<file path="config.mk">
export PLATFORM = sky130hd
export DESIGN_NAME = aicsp_ports
export DESIGN_NICKNAME = d
export VERILOG_FILES = /design/src/aicsp_pkg.sv /design/src/aicsp_ports.sv
export VERILOG_INCLUDE_DIRS = /design/src /design/src/src
export SDC_FILE = /design/constraint.sdc
export NUM_CORES = 1
export LEC_CHECK = 0
export ABC_AREA = 1
export BUFFER_PORTS_ARGS = -buffer_cell sky130_fd_sc_hd__buf_2
export CAP_MARGIN = 15
export CORE_ASPECT_RATIO = 1.4
export CORE_MARGIN = 2
export CORE_UTILIZATION = 45
export CTS_CLUSTER_SIZE = 10
export DETAILED_ROUTE_END_ITERATION = 6
export HOLD_SLACK_MARGIN = 0.06
export PLACE_DENSITY_LB_ADDON = 0.3
export SKIP_CTS_REPAIR_TIMING = 1
export SLEW_MARGIN = 40
export SYNTH_ARGS = -nofsm -noshare
export SYNTH_HDL_FRONTEND = slang
export SYNTH_SLANG_ARGS = --single-unit
</file>
<file path="constraint.sdc">
create_clock -name core_clk_i -period 2.2 [get_ports core_clk_i]
set_input_delay 0.22 -clock core_clk_i [delete_from_list [all_inputs] [get_ports core_clk_i]]
set_output_delay 0.22 -clock core_clk_i [all_outputs]
set_load 0.02 [all_outputs]
</file>
<file path="src/aicsp_consts.svh">
`ifndef AICSP_CONSTS_SVH
`define AICSP_CONSTS_SVH

// register indices; byte address is four times the index
`define AICSP_IDX_ANALOG     16'hffce
`define AICSP_IDX_DIRECTION  16'hffcd
`define AICSP_IDX_OUT_DATA   16'hffcf

// bus and register widths
`define AICSP_ADDR_W         18
`define AICSP_PORT_W         5

// reset values of the select port registers
`define AICSP_DIR_RST_ROMLESS 8'hf0
`define AICSP_DIR_RST_OTHER   8'he0
`define AICSP_DATA_RST        8'he0

// read-back constants
`define AICSP_DIR_READ        8'hff
`define AICSP_DATA_RSVD       3'h7

// pin positions
`define AICSP_PIN_REFRESH     0
`define AICSP_PIN_CS0         4

`endif

</file>
<file path="src/aicsp_pkg.sv">
package aicsp_pkg;

  // class of operating mode
  typedef enum logic [1:0]
  {
    AICSP_MODE_ROMLESS = 2'b00,
    AICSP_MODE_ROM_EXP = 2'b01,
    AICSP_MODE_SINGLE  = 2'b10
  } aicsp_mode_t;

  // bus answer phase
  typedef enum logic
  {
    AICSP_BUS_IDLE = 1'b0,
    AICSP_BUS_ACK  = 1'b1
  } aicsp_bus_t;

  // drive of the five select port pins
  typedef struct packed
  {
    logic [4:0] out;
    logic [4:0] oe_n;
  } aicsp_pin_drv_t;

endpackage

</file>
<file path="src/aicsp_ports.sv">
`timescale 1ns/1ps
`include "aicsp_consts.svh"

module aicsp_ports
  import aicsp_pkg::*;
(
  // clock and reset
  input  wire logic                     core_clk_i,
  input  wire logic                     sys_rst_i,
  // avalon-mm slave
  input  wire logic [`AICSP_ADDR_W-1:0] avs_address_i,
  input  wire logic                     avs_read_i,
  input  wire logic                     avs_write_i,
  input  wire logic [31:0]              avs_writedata_i,
  input  wire logic [3:0]               avs_byteenable_i,
  output logic      [31:0]              avs_readdata_o,
  output logic                          avs_waitrequest_o,
  // chip state
  input  wire logic [2:0]               mode_i,
  input  wire logic                     hw_standby_i,
  input  wire logic                     sw_standby_i,
  // alternate function sources
  input  wire logic                     refresh_enable_bit_i,
  input  wire logic                     refresh_strobe_i,
  input  wire logic [3:0]               chip_select_i,
  input  wire logic [3:0]               interrupt_enable_settings_i,
  // pins
  input  wire logic [7:0]               analog_pin_i,
  input  wire logic [4:0]               select_pin_i,
  output aicsp_pin_drv_t                select_pin_drv_o,
  // interrupt requests, active low
  output logic [3:0]                    external_interrupt_n_o
);

  logic [4:0]      select_port_direction_reg;
  logic [4:0]      select_port_output_data_reg;
  aicsp_bus_t      bus_state_reg;
  aicsp_mode_t     mode_class;
  logic            expanded;
  logic            init;
  aicsp_pin_drv_t  drv_next;
  logic [7:0]      read_next;

  // init values, cut to the five stored bits on purpose
  localparam logic [7:0] DIR_INIT_ROMLESS = `AICSP_DIR_RST_ROMLESS;
  localparam logic [7:0] DIR_INIT_OTHER   = `AICSP_DIR_RST_OTHER;
  localparam logic [7:0] DATA_INIT        = `AICSP_DATA_RST;

  // index match on a word-aligned byte address
  function automatic logic addr_hit(input logic [`AICSP_ADDR_W-1:0] addr,
                                    input logic [15:0] idx);
    addr_hit = (addr == {idx, 2'b00});
  endfunction

  // mode decode: 1..4 romless, 5..6 rom expanded, else single chip
  always_comb
  begin
    if (mode_i >= 3'h1 && mode_i <= 3'h4)
      mode_class = AICSP_MODE_ROMLESS;
    else if (mode_i == 3'h5 || mode_i == 3'h6)
      mode_class = AICSP_MODE_ROM_EXP;
    else
      mode_class = AICSP_MODE_SINGLE;
  end

  assign expanded = (mode_class != AICSP_MODE_SINGLE);
  assign init     = sys_rst_i | hw_standby_i;

  // bus phase: one wait cycle, then one acknowledge cycle
  always_ff @(posedge core_clk_i)
  begin
    if (sys_rst_i)
      bus_state_reg <= AICSP_BUS_IDLE;
    else
    begin
      case (bus_state_reg)
        AICSP_BUS_IDLE:
          if (avs_read_i | avs_write_i)
            bus_state_reg <= AICSP_BUS_ACK;
        AICSP_BUS_ACK:
          bus_state_reg <= AICSP_BUS_IDLE;
        default:
          bus_state_reg <= AICSP_BUS_IDLE;
      endcase
    end
  end

  // waitrequest low only during the acknowledge cycle
  always_ff @(posedge core_clk_i)
  begin
    if (sys_rst_i)
      avs_waitrequest_o <= 1'b1;
    else
      avs_waitrequest_o <= !((bus_state_reg == AICSP_BUS_IDLE) & (avs_read_i | avs_write_i));
  end

  // read multiplexer
  always_comb
  begin
    read_next = 8'h00;
    if (addr_hit(avs_address_i, `AICSP_IDX_ANALOG))
      read_next = analog_pin_i;
    else if (addr_hit(avs_address_i, `AICSP_IDX_DIRECTION))
      read_next = `AICSP_DIR_READ;
    else if (addr_hit(avs_address_i, `AICSP_IDX_OUT_DATA))
      read_next = {`AICSP_DATA_RSVD,
                   (select_port_direction_reg & select_port_output_data_reg) |
                   (~select_port_direction_reg & select_pin_i)};
  end

  // read data captured in the wait cycle, stands through acknowledge
  always_ff @(posedge core_clk_i)
  begin
    if (sys_rst_i)
      avs_readdata_o <= 32'h0000_0000;
    else if (bus_state_reg == AICSP_BUS_IDLE && avs_read_i)
      avs_readdata_o <= {24'h00_0000, read_next};
  end

  // direction register
  always_ff @(posedge core_clk_i)
  begin
    if (init)
      select_port_direction_reg <= (mode_class == AICSP_MODE_ROMLESS) ?
        DIR_INIT_ROMLESS[4:0] : DIR_INIT_OTHER[4:0];
    else if (bus_state_reg == AICSP_BUS_ACK && avs_write_i && avs_byteenable_i[0] &&
             addr_hit(avs_address_i, `AICSP_IDX_DIRECTION))
      select_port_direction_reg <= avs_writedata_i[4:0];
  end

  // output data register; bits 7 to 5 are not stored
  always_ff @(posedge core_clk_i)
  begin
    if (init)
      select_port_output_data_reg <= DATA_INIT[4:0];
    else if (bus_state_reg == AICSP_BUS_ACK && avs_write_i && avs_byteenable_i[0] &&
             addr_hit(avs_address_i, `AICSP_IDX_OUT_DATA))
      select_port_output_data_reg <= avs_writedata_i[4:0];
  end

  // pin function selection
  always_comb
  begin
    drv_next.out  = select_port_output_data_reg;
    drv_next.oe_n = ~select_port_direction_reg;
    // chip selects in reverse pin order
    if (expanded)
    begin
      for (int k = 0; k < 4; k++)
        if (select_port_direction_reg[`AICSP_PIN_CS0-k])
          drv_next.out[`AICSP_PIN_CS0-k] = chip_select_i[k];
    end
    if (expanded && refresh_enable_bit_i)
    begin
      drv_next.out[`AICSP_PIN_REFRESH]  = refresh_strobe_i;
      drv_next.oe_n[`AICSP_PIN_REFRESH] = 1'b0;
    end
  end

  // pin drive register, frozen during software standby unless hardware standby is also set
  always_ff @(posedge core_clk_i)
  begin
    if (sys_rst_i)
      select_pin_drv_o <= '{out: 5'h00, oe_n: 5'h1f};
    else if (!sw_standby_i || hw_standby_i)
      select_pin_drv_o <= drv_next;
  end

  // interrupt requests pass the pin level when enabled
  always_ff @(posedge core_clk_i)
  begin
    if (sys_rst_i)
      external_interrupt_n_o <= 4'hf;
    else
      external_interrupt_n_o <= select_pin_i[3:0] | ~interrupt_enable_settings_i;
  end
endmodule
</file>
After elaboration in Yosys (flattened, before gate mapping)

Index checks and enable logic that the tools add are counted.

Order comparisons: 2
Equal/unequal tests: 6
Muxes and demuxes: 17
Bitwise operators: 10
Reduce and logical (&&, ||, !) cells: 13

Operator list:

| kind                 | count |
|---|---|
| $eq 18x18->1 const B | 3 |
| $mux 8               | 3 |
| $mux 5               | 3 |
| $and 5x5->5          | 2 |
| $logic_and 1x1->1    | 7 |
| $mux 1               | 7 |
| $eq 3x3->1 const B   | 2 |
| $not 5->5            | 1 |
| $or 5x5->5           | 1 |
| $mux 2               | 2 |
| $mux 4               | 1 |
| $not 4->4            | 1 |
| $or 4x4->4           | 1 |
| $ge 3x1->1 const B   | 1 |
| $le 3x3->1 const B   | 1 |
| $logic_not 1->1      | 2 |
| $logic_not 2->1      | 1 |
| $logic_or 1x1->1     | 2 |
| $ne 2x2->1 const B   | 1 |
| $or 1x1->1           | 2 |
| $pmux 1 s2           | 1 |
| $reduce_bool 2->1    | 1 |
| $and 1x1->1          | 1 |
| $not 1->1            | 1 |

Bits in registers: 34
Output and inout port bits: 47
Word-level logic and storage cells: 56

Depth between registers and ports, before layout

Word-level depth: 7
Depth in mapped cells: 10
Gate-level depth less buffers: 10

Worst setup path after synthesis

No wires, ideal clock.

Path kind: input port to flip-flop
From: input port avs_address_i[7]
To: register select_port_direction_reg[0] (enable)
Setup time: 313 ps
Arrival: 877 ps
Path slack: 1010 ps
Cell stages on the path: 7
Buffers on the path: 0
Path through: nor2_1 > nand2_2 > inv_1 > nand2_1 > nor2_1 > nand2_1 > nand2_1

Longest elaborated chain between the ends: 3

Ends and longest elaborated chain:

| what                               | RTL line           | text |
|---|---|---|
| from (decl)                        | aicsp_ports.sv:11  | `` input wire logic [`AICSP_ADDR_W-1:0] avs_address_i, `` |
| $eq 18x18->1                       | aicsp_ports.sv:52  | `addr_hit = (addr == {idx, 2'b00});` |
| $logic_and 1x1->1                  | aicsp_ports.sv:126 | `else if (bus_state_reg == AICSP_BUS_ACK && avs_write_i && avs_byteenable_i[0] &&` |
| $reduce_bool 2->1 (no source line) | n/a                |  |
| to (signal assigned)               | aicsp_ports.sv:124 | `select_port_direction_reg <= (mode_class == AICSP_MODE_ROMLESS) ?` |
| to (signal assigned)               | aicsp_ports.sv:128 | `select_port_direction_reg <= avs_writedata_i[4:0];` |
| to (decl)                          | aicsp_ports.sv:35  | `logic [4:0] select_port_direction_reg;` |

No other way between the ends.
A chain may end at the register's enable or synchronous reset.

Final worst setup path

From: register bus_state_reg
To: register select_port_direction_reg[4] (enable)

Longest elaborated chain between the ends: 4

Ends and longest elaborated chain:

| what                               | RTL line           | text |
|---|---|---|
| from (decl)                        | aicsp_ports.sv:37  | `aicsp_bus_t bus_state_reg;` |
| from (signal assigned)             | aicsp_ports.sv:73  | `bus_state_reg <= AICSP_BUS_IDLE;` |
| from (signal assigned)             | aicsp_ports.sv:79  | `bus_state_reg <= AICSP_BUS_ACK;` |
| from (signal assigned)             | aicsp_ports.sv:81  | `bus_state_reg <= AICSP_BUS_IDLE;` |
| $logic_and 1x1->1 (3 in series)    | aicsp_ports.sv:126 |  |
| $reduce_bool 2->1 (no source line) | n/a                |  |

No other way between the ends.

==> metrics.md <==
| Metric | Value |
|---|---|
| Initial antenna violation count | `0` |
| Ant diodes | `0` |
| Top-area cell type share of the netlist area | `29.59%` |
| Worst vdd ir | `0.0003680 V` |
| Area contributors post-synth | `dfxtp_1 (30%), nand2_1 (11%), buf_4 (9.6%)` |
| Pwr/cell area | `627.5 nW/um^2` |
| Yosys cell types | `24` |
| CP bufs+invs | `1` |
| Largest delay contributor family on the critical path | `simple AND/OR/NAND/NOR gates` |
| Skew final | `6.628 ps` |
| WP depth | `4` |
| Port Buffer Count | `78` |
| Status | `finished clean` |
| Via count | `~2000` |
| Crit end category | `flip-flop` |
| Clock Power Share | `approximately a third` |
| Fin crit period | `1197 ps` |
| R2R setup slack | `1000 ps` |
| Die Height | `82.13 um` |
| Leak Pwr | `1.326 nW` |
| Core Footprint | `4204 um^2` |
| Largest stage delay, worst path | `about 330 ps` |
| Clock root cell | `clkbuf_8` |
| Worst reg2reg startpoint | `bus_state_reg$_SDFF_PP0_` |
| Post-synthesis instance area | `1962 um^2` |
| Iteration count of the initial detailed-routing pass | `4` |
| Die ar. | `4911 um^2` |
| Worst setup path endpoint | `select_port_direction_reg[4]$_DFFE_PP_` |
| Maxcap violations | `0` |
| Share of layout cells above drive strength 1 | `between 20% and 30%` |
| Final net count | `449` |
| CTS clk-pin slew, worst paths | `80 ps` |
| Antenna Violating Nets Remaining | `0` |
| Critical path data arrival time | `1170 ps` |
| Top reg by flops | `select_pin_drv_o` |
| Startpoint types | `flip-flop` |
| Fin. Hold Viols | `0` |
| Switching share of total power | `29.34%` |
| Final GP Congestion | `between 0.8 and 0.9` |
| Starting Density | `46.67%` |
| Cts bufs inserted | `5` |
| First DRT Iteration DRCs | `122` |
| Critical Setup Path Class | `reg -> reg` |
| # IOs | `133` |
| Gr ovfl total | `0` |
| Rel. slew slack | `between 60% and 70%` |
| Clk Latency, worst-skew pair | `280 ps` |
| # DRC | `0` |
| Syn_area_per_cell | `6.932 um^2` |
| H-Tree Depth | `2` |
| Final setup fails | `0` |
| Most frequent cell after synthesis | `nand2_1` |
| Worst-path cell chain | `inv_1 > nor2_1 > nand2_1 > nand2_1` |
| Reg-to-reg endpoint | `select_port_direction_reg[4]$_DFFE_PP_` |
| Setup TNS | `0 ps` |
| CTS tree | `yes` |
| Vias/cell | `4.768` |
| Vias in the first global route | `1698` |
| Max reg flops | `10` |
| Ys Warns | `0` |
| Seq cells post-synth | `34` |
| Crit path from | `bus_state_reg$_SDFF_PP0_` |
| Seq/Total Area, Yosys | `37.24%` |
| Reg2reg path depth | `4` |
| Sw Pwr | `approximately 0.00044 W` |
| Synth area leader | `dfxtp_1` |
| Worst Hold Class | `in -> reg` |
| Cell Int Power | `approximately 0.0011 W` |
| Combinational power share | `a little under a fifth` |
| Post-Synthesis Cells | `283` |
| Worst-Margin Slew | `509.5 ps` |
| Die Wd | `59.81 um` |
| First-pass GRT wire length | `6893 um` |
| Detail Placement HPWL | `3539 um` |
| DR WL/cell | `between 10 and 15 um` |
| Core Rows | `28` |
| Ys async rst share | `0%` |
| RSZ-0062 raised after global routing | `false` |
| Maximum clock rate | `835.5 MHz` |
| Crit-path max FO | `5` |
| Synth-to-layout area growth | `21.75%` |
| Final worst-path cycle share | `54.40%` |
| Post-layout util | `56.82%` |
| Tot GR Track Use | `18.80%` |
| Max Transition Viols Final | `0` |
| CP most frequent cell | `nand2_1` |
| Drt total wl | `4409 um` |
| Longest Clk Path Bufs | `2` |
| Biggest regs | `select_pin_drv_o x10, avs_readdata_o x8` |
| Top post-synthesis cells by count | `nand2_1 (56), nor2_1 (44), inv_1 (43)` |
| Finished Cell Area | `2389 um^2` |
| DP Area | `~2300 um^2` |
| CP max stage cell | `dfxtp_1` |
| Worst path required time | `2170 ps` |
| EDFF count, synth | `5` |
| Main flop type after synthesis | `dfxtp_1` |
| Register share of total power | `46.0%` |
| Largest net degree at the start of global routing | `18` |
| TritonCTS Sinks | `34` |
[logic make-up (layout without fill, tap and decap cells)]
group / Yosys count / after routing / synth area share [%]
AND/OR/NAND/NOR: 140 / 140 / 32.21
buffers and inverters: 76 / 134 / 20.47
flip-flops: 34 / 34 / 37.24
AO/OA/AOI/OAI: 32 / 32 / 9.885
other: 1 / 24 / 0.1911
[power by group through the flow]
stage          Sequential, W  Clock (W)  Combinational (W)
3_5_place_dp        0.000703          0           0.000281
5_1_grt             0.000694   0.000567           0.000317
2_1_floorplan       0.000735          0           0.000175
4_1_cts             0.000689   0.000541           0.000283
6_report            0.000689   0.000529           0.000281
3_3_place_gp        0.000702          0           0.000277
[worst min path at each step]
stage / to / from / slack, ps / cells after the start
floorplan: external_interrupt_n_o[0]$_SDFF_PP1_ / interrupt_enable_settings_i[0] / 300 / 1
global placement: external_interrupt_n_o[2]$_SDFF_PP1_ / interrupt_enable_settings_i[2] / 410 / 2
detailed placement: external_interrupt_n_o[2]$_SDFF_PP1_ / interrupt_enable_settings_i[2] / 410 / 2
CTS: external_interrupt_n_o[2]$_SDFF_PP1_ / interrupt_enable_settings_i[2] / 110 / 2
global route: external_interrupt_n_o[1]$_SDFF_PP1_ / interrupt_enable_settings_i[1] / 110 / 2
finish: external_interrupt_n_o[2]$_SDFF_PP1_ / interrupt_enable_settings_i[2] / 120 / 2
[final cells by class]
type	count	area, um^2
Inverter	46	172.7
Sequential cell	34	730.7
Clock inverter	2	13.76
Tap cell	45	56.30
Fill cell	435	1815
Timing Repair Buffer	80	405.4
Multi-Input combinational cell	196	915.9
Clock buffer	6	93.84
[routing by layer]
metal	up-vias	routed length, um	global-route usage, %
met3	22	386	4.361
li1	1002	-	-
met1	835	1682	19.96
met5	-	0	0
met4	0	244	13.33
met2	91	2095	31.96
[layout by cell type (no fill, tap or decap), drive strengths merged]
cell type | Yosys | layout
conb | 1 | 24
o211ai | 5 | 5
o21ai | 20 | 20
dfxtp | 29 | 29
buf | 30 | 80
clkbuf | 0 | 6
and2 | 1 | 1
nand3 | 18 | 18
clkinvlp | 0 | 1
inv | 45 | 46
edfxtp | 5 | 5
clkinv | 1 | 1
nand2 | 58 | 58
o21bai | 4 | 4
nor2 | 49 | 49
nand4 | 14 | 14
a31o | 3 | 3
[metrics by stage]
step | std cells | worst slack (ps) | hold WS (ps) | total power, W
final | 409 | 1003 | 117.2 | 0.001499
after global routing | 409 | 862.9 | 111.9 | 0.001578
after CTS | 409 | 991.6 | 110.5 | 0.001512
after detailed placement | 401 | 699.8 | 413.8 | 0.0009843
after global placement | 401 | 699.9 | 414.3 | 0.0009798
after floorplan | 306 | 1010 | 304.6 | 0.0009103
No activity file was read; power rests on OpenSTA's default activity.
